==> src/hw/tpw_pkg.sv <==
// Shared constants and types of the triple 16-bit pulse-width modulator.
package tpw_pkg;

  localparam int unsigned CH_NUM      = 3;
  localparam int unsigned CNT_W       = 16;

  // Register indices; byte address is four times the index.
  localparam logic [7:0]  IDX_CLK_SEL = 8'hA1;
  localparam logic [7:0]  IDX_CTRL    = 8'hA7;
  localparam logic [7:0]  IDX_IRQ_EN  = 8'hA9;
  localparam logic [7:0]  IDX_FLAGS   = 8'h86;
  localparam logic [7:0]  IDX_CH_BASE = 8'hD1;
  localparam logic [7:0]  CH_STRIDE   = 8'h04;
  localparam logic [7:0]  OFS_DUTY_HI = 8'h00;
  localparam logic [7:0]  OFS_DUTY_LO = 8'h01;
  localparam logic [7:0]  OFS_PER_HI  = 8'h02;
  localparam logic [7:0]  OFS_PER_LO  = 8'h03;

  // Field positions.
  localparam int unsigned CTRL_CLR_LSB  = 0;
  localparam int unsigned CTRL_IE_LSB   = 4;
  localparam int unsigned IRQ_EN_GLOBAL = 7;
  localparam int unsigned CKS_W         = 2;

  // Reset values.
  localparam logic [7:0]  CLK_SEL_RST = 8'h2A;
  localparam logic [15:0] DUTY_RST    = 16'h8000;
  localparam logic [15:0] PERIOD_RST  = 16'hFFFF;

  typedef enum logic [1:0] {
    TPW_CKS_SYS_A = 2'b00,
    TPW_CKS_SYS_B = 2'b01,
    TPW_CKS_FRC   = 2'b10,
    TPW_CKS_FRC2  = 2'b11
  } tpw_cks_e;

  typedef enum logic [1:0] {
    TPW_BUS_IDLE  = 2'b00,
    TPW_BUS_FETCH = 2'b01,
    TPW_BUS_DONE  = 2'b10
  } tpw_bus_e;

endpackage

==> src/hw/tpw_channel.sv <==
// One modulator channel: base counter, active period and duty, output level.
`timescale 1ns/100ps
`default_nettype none

module tpw_channel #(
  parameter int unsigned CNT_W = 16
) (
  // Clock, reset, enable
  input  wire logic             clk_in,
  input  wire logic             rst_n_in,
  input  wire logic             ce_in,
  // Control
  input  wire logic             tick_in,
  input  wire logic             clear_in,
  input  wire logic [CNT_W-1:0] period_in,
  input  wire logic [CNT_W-1:0] duty_in,
  // Results
  output logic                  pwm_out,
  output logic                  period_end_out
);

  typedef struct packed {
    logic [CNT_W-1:0] cnt;
    logic [CNT_W-1:0] per;
    logic [CNT_W-1:0] duty;
    logic             out;
  } tpw_ch_s;

  localparam tpw_ch_s CH_RST = '{
    cnt:  '0,
    per:  CNT_W'(tpw_pkg::PERIOD_RST),
    duty: CNT_W'(tpw_pkg::DUTY_RST),
    out:  1'b1
  };

  tpw_ch_s s_q;
  tpw_ch_s s_d;

  always_comb begin
    s_d            = s_q;
    period_end_out = 1'b0;
    if (clear_in) begin
      // Held at zero with the shadow values loaded straight through.
      s_d.cnt  = '0;
      s_d.per  = period_in;
      s_d.duty = duty_in;
      s_d.out  = 1'b0;
    end else if (tick_in) begin
      if (s_q.cnt == s_q.per) begin
        s_d.cnt        = '0;
        s_d.per        = period_in;
        s_d.duty       = duty_in;
        s_d.out        = (duty_in != '0);
        period_end_out = 1'b1;
      end else begin
        s_d.cnt = s_q.cnt + CNT_W'(1);
        if (s_d.cnt == s_q.duty) begin
          s_d.out = 1'b0;
        end
      end
    end
  end

  always_ff @(posedge clk_in or negedge rst_n_in) begin
    if (!rst_n_in) begin
      s_q <= CH_RST;
    end else if (ce_in) begin
      s_q <= s_d;
    end
  end

  assign pwm_out = s_q.out;

endmodule

`default_nettype wire

==> src/hw/tpw_triple_pwm.sv <==
// Three independent 16-bit pulse-width modulators behind an AHB-Lite slave.
`timescale 1ns/100ps
`default_nettype none

module tpw_triple_pwm #(
  parameter int unsigned CH_NUM = tpw_pkg::CH_NUM,
  parameter int unsigned CNT_W  = tpw_pkg::CNT_W
) (
  // Clock, reset, enable
  input  wire logic              SYS_CLK_IN,
  input  wire logic              RST_B_IN,
  input  wire logic              CE_IN,
  // Slow oscillator, sampled as a pin
  input  wire logic              FRC_CLK_IN,
  // AHB-Lite slave
  input  wire logic              HSEL_IN,
  input  wire logic [31:0]       HADDR_IN,
  input  wire logic [1:0]        HTRANS_IN,
  input  wire logic              HWRITE_IN,
  input  wire logic [2:0]        HSIZE_IN,
  input  wire logic [31:0]       HWDATA_IN,
  input  wire logic              HREADY_IN,
  output logic      [31:0]       HRDATA_OUT,
  output logic                   HREADYOUT_OUT,
  output logic                   HRESP_OUT,
  // Modulated outputs and interrupt
  output logic      [CH_NUM-1:0] PWM_OUT,
  output logic                   IRQ_OUT
);

  typedef struct packed {
    tpw_pkg::tpw_bus_e               bus;
    logic [7:0]                      addr;
    logic                            wr_pend;
    logic [7:0]                      rdata;
    logic [CH_NUM*2-1:0]             clk_sel;
    logic [CH_NUM-1:0]               clr;
    logic [CH_NUM-1:0]               ch_ie;
    logic                            gie;
    logic [CH_NUM-1:0]               flags;
    logic [7:0]                      latch;
    logic [CH_NUM-1:0][CNT_W-1:0]    duty_sh;
    logic [CH_NUM-1:0][CNT_W-1:0]    per_sh;
    logic                            frc_s1;
    logic                            frc_s2;
    logic                            frc_prev;
  } tpw_top_s;

  localparam tpw_top_s TOP_RST = '{
    bus:      tpw_pkg::TPW_BUS_IDLE,
    addr:     8'h00,
    wr_pend:  1'b0,
    rdata:    8'h00,
    clk_sel:  (CH_NUM*2)'(tpw_pkg::CLK_SEL_RST),
    clr:      '0,
    ch_ie:    '0,
    gie:      1'b0,
    flags:    '0,
    latch:    8'h00,
    duty_sh:  {CH_NUM{CNT_W'(tpw_pkg::DUTY_RST)}},
    per_sh:   {CH_NUM{CNT_W'(tpw_pkg::PERIOD_RST)}},
    frc_s1:   1'b0,
    frc_s2:   1'b0,
    frc_prev: 1'b0
  };

  logic [1:0]        rst_sync_q;
  logic              rst_n;
  tpw_top_s          s_q;
  tpw_top_s          s_d;
  logic [CH_NUM-1:0] tick;
  logic [CH_NUM-1:0] period_end;
  logic [CH_NUM-1:0] pwm;
  logic              frc_rise;
  logic              frc_edge;

  // Reset is released through two flip-flops so the state and channel registers leave reset together.
  always_ff @(posedge SYS_CLK_IN or negedge RST_B_IN) begin
    if (!RST_B_IN) begin
      rst_sync_q <= 2'h0;
    end else begin
      rst_sync_q <= {rst_sync_q[0], 1'b1};
    end
  end

  assign rst_n = rst_sync_q[1];

  // The oscillator is far slower than the system clock, so its edges become ticks.
  // Doubling uses both edges; the duty ratio of the oscillator then sets the jitter.
  assign frc_rise = s_q.frc_s2 & ~s_q.frc_prev;
  assign frc_edge = s_q.frc_s2 ^ s_q.frc_prev;

  always_comb begin
    for (int c = 0; c < CH_NUM; c++) begin
      case (tpw_pkg::tpw_cks_e'(s_q.clk_sel[c*2 +: 2]))
        tpw_pkg::TPW_CKS_SYS_A: tick[c] = 1'b1;
        tpw_pkg::TPW_CKS_SYS_B: tick[c] = 1'b1;
        tpw_pkg::TPW_CKS_FRC:   tick[c] = frc_rise;
        tpw_pkg::TPW_CKS_FRC2:  tick[c] = frc_edge;
        default:                tick[c] = 1'b1;
      endcase
    end
  end

  always_comb begin
    logic [7:0] base;
    logic [7:0] val;
    logic [7:0] wdata;
    logic       take;
    s_d   = s_q;
    base  = 8'h00;
    val   = 8'h00;
    wdata = HWDATA_IN[7:0];
    take  = HSEL_IN & HREADY_IN & HTRANS_IN[1];

    s_d.frc_s1   = FRC_CLK_IN;
    s_d.frc_s2   = s_q.frc_s1;
    s_d.frc_prev = s_q.frc_s2;

    // Hardware sets win over a clearing write in the same cycle.
    s_d.flags = s_q.flags | period_end;

    // Write data phase; registers are updated without wait states.
    if (s_q.wr_pend) begin
      s_d.wr_pend = 1'b0;
      case (s_q.addr)
        tpw_pkg::IDX_CLK_SEL: s_d.clk_sel = wdata[CH_NUM*2-1:0];
        tpw_pkg::IDX_CTRL: begin
          s_d.clr   = wdata[tpw_pkg::CTRL_CLR_LSB +: CH_NUM];
          s_d.ch_ie = wdata[tpw_pkg::CTRL_IE_LSB +: CH_NUM];
        end
        tpw_pkg::IDX_IRQ_EN: s_d.gie = wdata[tpw_pkg::IRQ_EN_GLOBAL];
        tpw_pkg::IDX_FLAGS: begin
          s_d.flags = (s_q.flags & wdata[CH_NUM-1:0]) | period_end;
        end
        default: begin
          for (int c = 0; c < CH_NUM; c++) begin
            base = tpw_pkg::IDX_CH_BASE + 8'(c) * tpw_pkg::CH_STRIDE;
            if (s_q.addr == base + tpw_pkg::OFS_DUTY_LO ||
                s_q.addr == base + tpw_pkg::OFS_PER_LO) begin
              s_d.latch = wdata;
            end
            if (s_q.addr == base + tpw_pkg::OFS_DUTY_HI) begin
              s_d.duty_sh[c] = CNT_W'({wdata, s_q.latch});
            end
            if (s_q.addr == base + tpw_pkg::OFS_PER_HI) begin
              s_d.per_sh[c] = CNT_W'({wdata, s_q.latch});
            end
          end
        end
      endcase
    end

    // Read path: one wait state so read data leave a flip-flop.
    case (s_q.bus)
      tpw_pkg::TPW_BUS_IDLE: begin
        s_d.bus = tpw_pkg::TPW_BUS_IDLE;
      end
      tpw_pkg::TPW_BUS_FETCH: begin
        s_d.bus = tpw_pkg::TPW_BUS_DONE;
        case (s_q.addr)
          tpw_pkg::IDX_CLK_SEL: val = 8'(s_q.clk_sel);
          tpw_pkg::IDX_CTRL: begin
            val = 8'(s_q.clr) | (8'(s_q.ch_ie) << tpw_pkg::CTRL_IE_LSB);
          end
          tpw_pkg::IDX_IRQ_EN: val = 8'(s_q.gie) << tpw_pkg::IRQ_EN_GLOBAL;
          tpw_pkg::IDX_FLAGS:  val = 8'(s_q.flags);
          default: begin
            for (int c = 0; c < CH_NUM; c++) begin
              base = tpw_pkg::IDX_CH_BASE + 8'(c) * tpw_pkg::CH_STRIDE;
              if (s_q.addr == base + tpw_pkg::OFS_DUTY_LO ||
                  s_q.addr == base + tpw_pkg::OFS_PER_LO) begin
                val = s_q.latch;
              end
              if (s_q.addr == base + tpw_pkg::OFS_DUTY_HI) begin
                val       = s_q.duty_sh[c][CNT_W-1 -: 8];
                s_d.latch = s_q.duty_sh[c][7:0];
              end
              if (s_q.addr == base + tpw_pkg::OFS_PER_HI) begin
                val       = s_q.per_sh[c][CNT_W-1 -: 8];
                s_d.latch = s_q.per_sh[c][7:0];
              end
            end
          end
        endcase
        s_d.rdata = val;
      end
      tpw_pkg::TPW_BUS_DONE: begin
        s_d.bus = tpw_pkg::TPW_BUS_IDLE;
      end
      default: begin
        s_d.bus = tpw_pkg::TPW_BUS_IDLE;
      end
    endcase

    // Address phase; only accepted while the bus is ready.
    if (take && s_q.bus != tpw_pkg::TPW_BUS_FETCH) begin
      // Addresses above the map decode to an index no register uses.
      s_d.addr    = (HADDR_IN[31:10] == 22'h000000) ? HADDR_IN[9:2] : 8'h00;
      s_d.wr_pend = HWRITE_IN;
      if (!HWRITE_IN) begin
        s_d.bus = tpw_pkg::TPW_BUS_FETCH;
      end
    end
  end

  always_ff @(posedge SYS_CLK_IN or negedge rst_n) begin
    if (!rst_n) begin
      s_q <= TOP_RST;
    end else if (CE_IN) begin
      s_q <= s_d;
    end
  end

  // Channels only advance while the clock enable is high.
  for (genvar c = 0; c < CH_NUM; c++) begin : g_ch
    tpw_channel #(
      .CNT_W(CNT_W)
    ) u_ch (
      .clk_in         (SYS_CLK_IN),
      .rst_n_in       (rst_n),
      .ce_in          (CE_IN),
      .tick_in        (tick[c]),
      .clear_in       (s_q.clr[c]),
      .period_in      (s_q.per_sh[c]),
      .duty_in        (s_q.duty_sh[c]),
      .pwm_out        (pwm[c]),
      .period_end_out (period_end[c])
    );
  end

  assign PWM_OUT       = pwm;
  assign HRDATA_OUT    = {24'h000000, s_q.rdata};
  assign HREADYOUT_OUT = (s_q.bus != tpw_pkg::TPW_BUS_FETCH);
  assign HRESP_OUT     = 1'b0;
  assign IRQ_OUT       = s_q.gie & |(s_q.flags & s_q.ch_ie);

endmodule

`default_nettype wire

==> config.mk <==
export PLATFORM = sky130hd
export DESIGN_NAME = tpw_triple_pwm
export DESIGN_NICKNAME = d
export VERILOG_FILES = /design/src/hw/tpw_pkg.sv /design/src/hw/tpw_channel.sv /design/src/hw/tpw_triple_pwm.sv
export SDC_FILE = /design/constraint.sdc
export NUM_CORES = 1
export LEC_CHECK = 0
export BUFFER_PORTS_ARGS = -buffer_cell sky130_fd_sc_hd__buf_2
export CAP_MARGIN = 40
export CORE_ASPECT_RATIO = 1.1
export CORE_MARGIN = 2
export CORE_UTILIZATION = 50
export CTS_CLUSTER_SIZE = 14
export DETAILED_ROUTE_END_ITERATION = 16
export PLACE_DENSITY_LB_ADDON = 0.12
export SYNTH_ARGS = -nofsm -noshare
export SYNTH_HDL_FRONTEND = slang
export SYNTH_SLANG_ARGS = --single-unit
==> constraint.sdc <==
create_clock -name SYS_CLK_IN -period 13.3 [get_ports SYS_CLK_IN]
set_input_delay 1.33 -clock SYS_CLK_IN [delete_from_list [all_inputs] [get_ports SYS_CLK_IN]]
set_output_delay 1.33 -clock SYS_CLK_IN [all_outputs]
set_load 0.05 [all_outputs]
==> reports/metrics.cfg, run 1 <==
[critical_path]
crit_fanout=15
path_class=in2reg
endpoint_kind=register
worstPathRequired_ps=13720
crit_arrival_ps=3730
start_kind=input pin

[clock_network]
cts_resized=0
htree_levels=1
clock_latency_ps=560
clkTransAtPathRegs_ps=60
cts_buffers=30
cts_setup_buffers=0
clock-sinks=291
ctsLongestPathBuffers=3
cts_hold_buf=0
cts_tree=done
root_buffer=clkbuf_16

[cells_and_area]
layout-drive-gt1-share_pct=33.0
regArea_sq_um=7420
multi_input_area_sq_um=7320
nNetsFinal=1475
antenna_cells=0
n_fill_cell=2640
design_area_sq_um=16900
syn_to_final_growth_pct=9.90
instances_no_fill=1833

[timing]
fin_skew_ps=8.65
setup_viol=0
slew_headroom_pct=41.6
fmax_mhz=302
rsz0062_at_grt=false
hold_viol_final=0
tns_ps=0
timing.final.max_slew_violations=0
fin_crit_sh_pct=24.9
tightestPinTransition_ps=874
period_minus_slack_ps=3310

[routing]
vias=11000
ant_nets=0
first_pass_iters=5
drc=0
drt_wl_total_um=41100
via_per_inst=5.99
wl_per_cell_um=22.4
drtIter0Drc=720

[worst_hold_path]
hp-class=reg2async

[yosys]
syn_inst=1386
syn_area_sq_um=15400
synth_seq_area_share_pct=48.1
async_flop_share_pct=100
ys_types=82
synth_edf_count=0
synth_warnings=0
ys.flop_type=dfrtp_1
synth-seq-cells=291
syn_area_per_cell_sq_um=11.1

[global_routing]
grt_pass1_wl_um=64500
antenna_found_initial=0
globalRouteTotalUtil_pct=25.9
grt_max_degree=67
grt.overflow.total=0
grt_pass1_vias=10800

[place]
place_hpwl_um=29400
dp_cells=1777
postPlaceCellArea_sq_um=15900
place_congestion=0.874
portBuffers=58

[outcome]
status=completed

[die]
die_h_um=188
die_width_um=171
rows=67
start_util_pct=50.6
dieArea_sq_um=32200
core_sq_um=30400
ios=114

[power]
power_leakage_nw=7.31
power_density_nw_per_um2=117
ir_drop_v=0.000101

[flow_run]
cap_violations=0

## cells by family after synthesis
kind of cell	Yosys count	synth area share (%)
and+or+nand+nor	335	12.1
DFF	291	48.1
AOI/OAI and AO/OA	270	11.8
muxes	218	15.9
buffers and inverters	149	5.07
xor gates and xnor gates	117	6.65
adders and majority gates	4	0.325
other	2	0.0487
## synth_stat cells (28+ instances only)
cell	count	area [sq um]
nand3_1	30	150
nand2_1	61	229
clkbuf_1	40	150
mux2_2	195	2200
nand4_1	28	175
buf_2	37	185
dfrtp_1	183	4580
dfstp_2	108	2840
nor4_1	29	181
nor2_1	72	270
o21ai_0	86	430
xnor2_1	90	788
buf_4	44	330
## where the power goes
group,leakage (nW),internal (mW),switching [mW]
sequential,3.60,0.903,0.0514
clock,0.516,0.526,0.363
combinational,3.18,0.0445,0.0975
## worst max-delay path, stage by stage
cell and delay (ps):
buf_2 350, clkinv_1 440, nor2_1 770, nand3_1 400, o22a_1 270, o221ai_1 80
a31oi_1 70
## final timing paths
kind                                from                  end  slack (ps)  cells after the start
setup / recovery                   CE_IN              s_q[99]        9990                      7
hold / removal             rst_sync_q[1]  g_ch[1].u_ch.s_q[7]         210                      0
setup reg to reg                s_q[133]              s_q[40]       10060                      5
hold reg to reg            rst_sync_q[1]  g_ch[1].u_ch.s_q[7]         210                      0
max in group asynchronous  rst_sync_q[1]              s_q[19]       11360                      4
min in group SYS_CLK_IN    rst_sync_q[0]        rst_sync_q[1]         350                      0
## sequential cells by signal, indices dropped and copies added (netlist names)
| signal | count |
|---|---|
| g_ch.u_ch.pwm_out | 3 |
| rst_sync_q | 2 |
| HRDATA_OUT | 8 |
| s_q | 132 |
| s_d | 2 |
| g_ch.u_ch.s_q | 144 |
## through the flow
stage	worst slack, ps	utilization, %	hold WS (ps)	power [mW]
detailed placement	9500	52.2	219	1.11
global placement	9370	51.7	214	1.10
CTS	10060	55.7	227	2.00
finish	9990	55.7	211	1.99
floorplan	4780	-	331	1.05
global route	9830	55.7	239	2.05
## cell type report
type | count | share of cell area, %
well taps | 414 | 3.06
flip-flops and latches | 291 | 43.8
multi-input cells | 970 | 43.2
inverters | 21 | 0.465
clock inverters | 15 | 0.946
clock buffers | 41 | 5.27
repair buffers | 81 | 3.22
## placed cells by master, fill, tap and decap left out, types with 8 or more instances in the layout
master / instances
mux2_2: 195
nand3_1: 30
nand4_1: 28
a31oi_1: 12
a21oi_1: 20
a211oi_1: 10
a22oi_1: 13
a22o_1: 10
a221oi_1: 10
nand2_1: 61
clkinv_2: 8
nor2_1: 72
o21ai_0: 85
xnor2_1: 90
nand2b_1: 17
xor2_1: 27
buf_2: 58
mux2_1: 14
dfrtp_1: 182
o31ai_1: 23
buf_4: 17
nor2b_1: 17
clkbuf_16: 31
o22ai_1: 17
inv_1: 20
nor4_1: 27
clkbuf_8: 8
dfstp_2: 108
and3_1: 11
conb_1: 26
mux2i_1: 9
nor3_1: 12
## layer usage
| metal | global-route usage [%] | part of all wire, % |
|---|---|---|
| met3 | 3.21 | 5.2 |
| met1 | 36.4 | 44 |
| met4 | 8.70 | 3.5 |
| met5 | 0 | 0 |
| met2 | 41.5 | 47 |
(Power assumes the default switching activity.)
==> run 2: changes to the inputs <==
ABC_AREA = 1   (was not set)
clock period = 2.9 ns   (was 13.3 ns; I/O delays follow)
==> reports/metrics.cfg, run 2 <==
[yosys]
synth_edf_count=0
ys_top_cells_by_count=nand2_1 (445), inv_1 (256), dfrtp_1 (183)
synth_top_cell_area_share_pct=29.7
synth-seq-cells=291
ys.flop_type=dfrtp_1
synth_area_leader_cell=dfrtp_1
yosysMostFrequentCell=nand2_1
synth_seq_area_share_pct=48.1
syn_area_sq_um=15400
syn_inst=1892
synth_warnings=0
ys_types=47
syn_area_per_cell_sq_um=8.15
synth.area.top_cells=dfrtp_1 (30%), dfstp_2 (18%), nand2_1 (11%)
async_flop_share_pct=100

[critical_path]
slowest_delay_ps=440
slowest_stage=dfrtp_1
start_kind=register
crit_top_cell=nand2_1
path_class=reg2reg
worstPathRequired_ps=3280
cp_cell_sequence=nand4_2, inv_2, nand2_1, inv_1, a32oi_1, o211ai_1, nor2_1, nand4_1, o21ai_0, nand2_1
crit_fanout=8
crit_arrival_ps=2850
endpoint_kind=register

[worst_hold_path]
hp-class=in2reg

[timing]
hold_viol_final=0
tightestPinTransition_ps=809
layout_setup_ws_ps=427
tns_ps=0
fmax_mhz=404
fin_skew_ps=14.7
whs_ps=22.2
setup_viol=0
rsz0062_at_grt=false
period_minus_slack_ps=2470
slew_headroom_pct=45.9
timing.final.max_slew_violations=0
fin_crit_sh_pct=85.3

[place]
postPlaceCellArea_sq_um=16200
portBuffers=58
dp_slack_ps=416
dp_cells=2336
place_congestion=0.956
place_hpwl_um=31700

[power]
internal_power_mw=6.84
sw_frac_of_total_pct=25.7
power_frac_comb_pct=8.7
power_frac_seq_pct=45.8
finalPower_mw=9.21
power_density_nw_per_um2=532
ir_drop_v=0.000377
p_sw_mw=2.37
power_leakage_nw=8.37
p_clk_share_pct=45.5

[clock_network]
clock_latency_ps=510
root_buffer=clkbuf_16
htree_levels=2
ctsLongestPathBuffers=3
cts_resized=0
clkTransAtPathRegs_ps=60
cts_tree=done
clock-sinks=291
cts_buffers=34
cts_setup_buffers=0
cts_hold_buf=3

[cells_and_area]
top_register=g_ch.u_ch.s_q
fin_util_pct=56.9
final_cell_mix=nand2_1 (445), inv_1 (256), dfrtp_1 (182)
layout-drive-gt1-share_pct=16.5
nNetsFinal=2041
design_area_sq_um=17300
n_fill_cell=2857
regArea_sq_um=7420
largest_reg_flops=144
multi_input_area_sq_um=6520
instances_no_fill=2401
syn_to_final_growth_pct=12.3
mostFrequentLayoutCell=nand2_1

[die]
die_width_um=171
die_h_um=188
dieArea_sq_um=32200
start_util_pct=50.6
core_sq_um=30400
ios=114
rows=67

[routing]
drtIter0Drc=1124
drc=0
drt_wl_total_um=42500
ant_nets=0
via_per_inst=5.30
vias=12700
first_pass_iters=5
wl_per_cell_um=17.7

[global_routing]
grt_pass1_vias=12400
grt_max_degree=56
globalRouteTotalUtil_pct=27.2
grt.overflow.total=0
antenna_found_initial=0
grt_pass1_wl_um=67700

[flow_run]
cap_violations=0

[outcome]
status=completed

## run 2: changes by cell type after synthesis, moves of 40 or more
cell,previous run,this run
nand2_1,61,445
inv_1,20,256
mux2_2,195,30
a21oi_1,20,110
xnor2_1,90,23
nor2_1,72,136
xor2_1,27,70
o21ai_0,86,126
o21ai_1,3,43
## run 2: critical path: cells and delay by family, from the launching register on
kind                   cells  cell delay, ps
AO/OA/AOI/OAI              3             770
buffers and inverters      2             290
flip-flops                 1             440
AND/OR/NAND/NOR            5             840
## run 2: worst paths after layout
check / from / to / slack (ps) / cells past startpoint
min in group asynchronous: RST_B_IN / rst_sync_q[1] / 100 / 2
max: s_q[136] / HRDATA_OUT[4] / 430 / 10
max in group asynchronous: rst_sync_q[1] / g_ch[1].u_ch.s_q[23] / 1630 / 1
max reg2reg: s_q[136] / HRDATA_OUT[4] / 430 / 10
min reg2reg: rst_sync_q[0] / rst_sync_q[1] / 360 / 0
min: HWDATA_IN[7] / s_q[110] / 20 / 3
## run 2: cell type report
type	count	share of cell area, %
Antenna cell	1	0.0145
Clock buffer	53	5.68
Clock inverter	8	0.542
Inverter	269	5.84
Multi-Input combinational cell	1260	37.7
Sequential cell	291	42.9
Tap cell	414	2.99
Timing Repair Buffer	105	4.34
## run 2: layer usage
layer  vias to the layer above  global-route usage, %  share of wire [%]
met5                         -                      0                  0
met4                         0                   10.1                3.6
met3                        88                   4.22                5.4
met2                       340                   43.6                 47
met1                      6080                   37.2                 44
li1                       6216                      -                  -
## run 2: cells by family after synthesis
| logic type | synth area share [%] |
|---|---|
| other | 0.0487 |
| adders and majority gates | 0.325 |
| AOI/OAI and AO/OA | 12.2 |
| muxes | 2.48 |
| DFF | 48.1 |
| and+or+nand+nor | 20.9 |
| xor gates and xnor gates | 5.72 |
| buffers and inverters | 10.1 |
## run 2: power by group through the flow
stage	Clock [mW]	Sequential (mW)	Combinational [mW]
finish	4.19	4.22	0.799
global route	4.44	4.22	0.869
CTS	4.25	4.22	0.800
detailed placement	0	4.28	0.792
global placement	0	4.28	0.786
floorplan	0	4.29	0.543
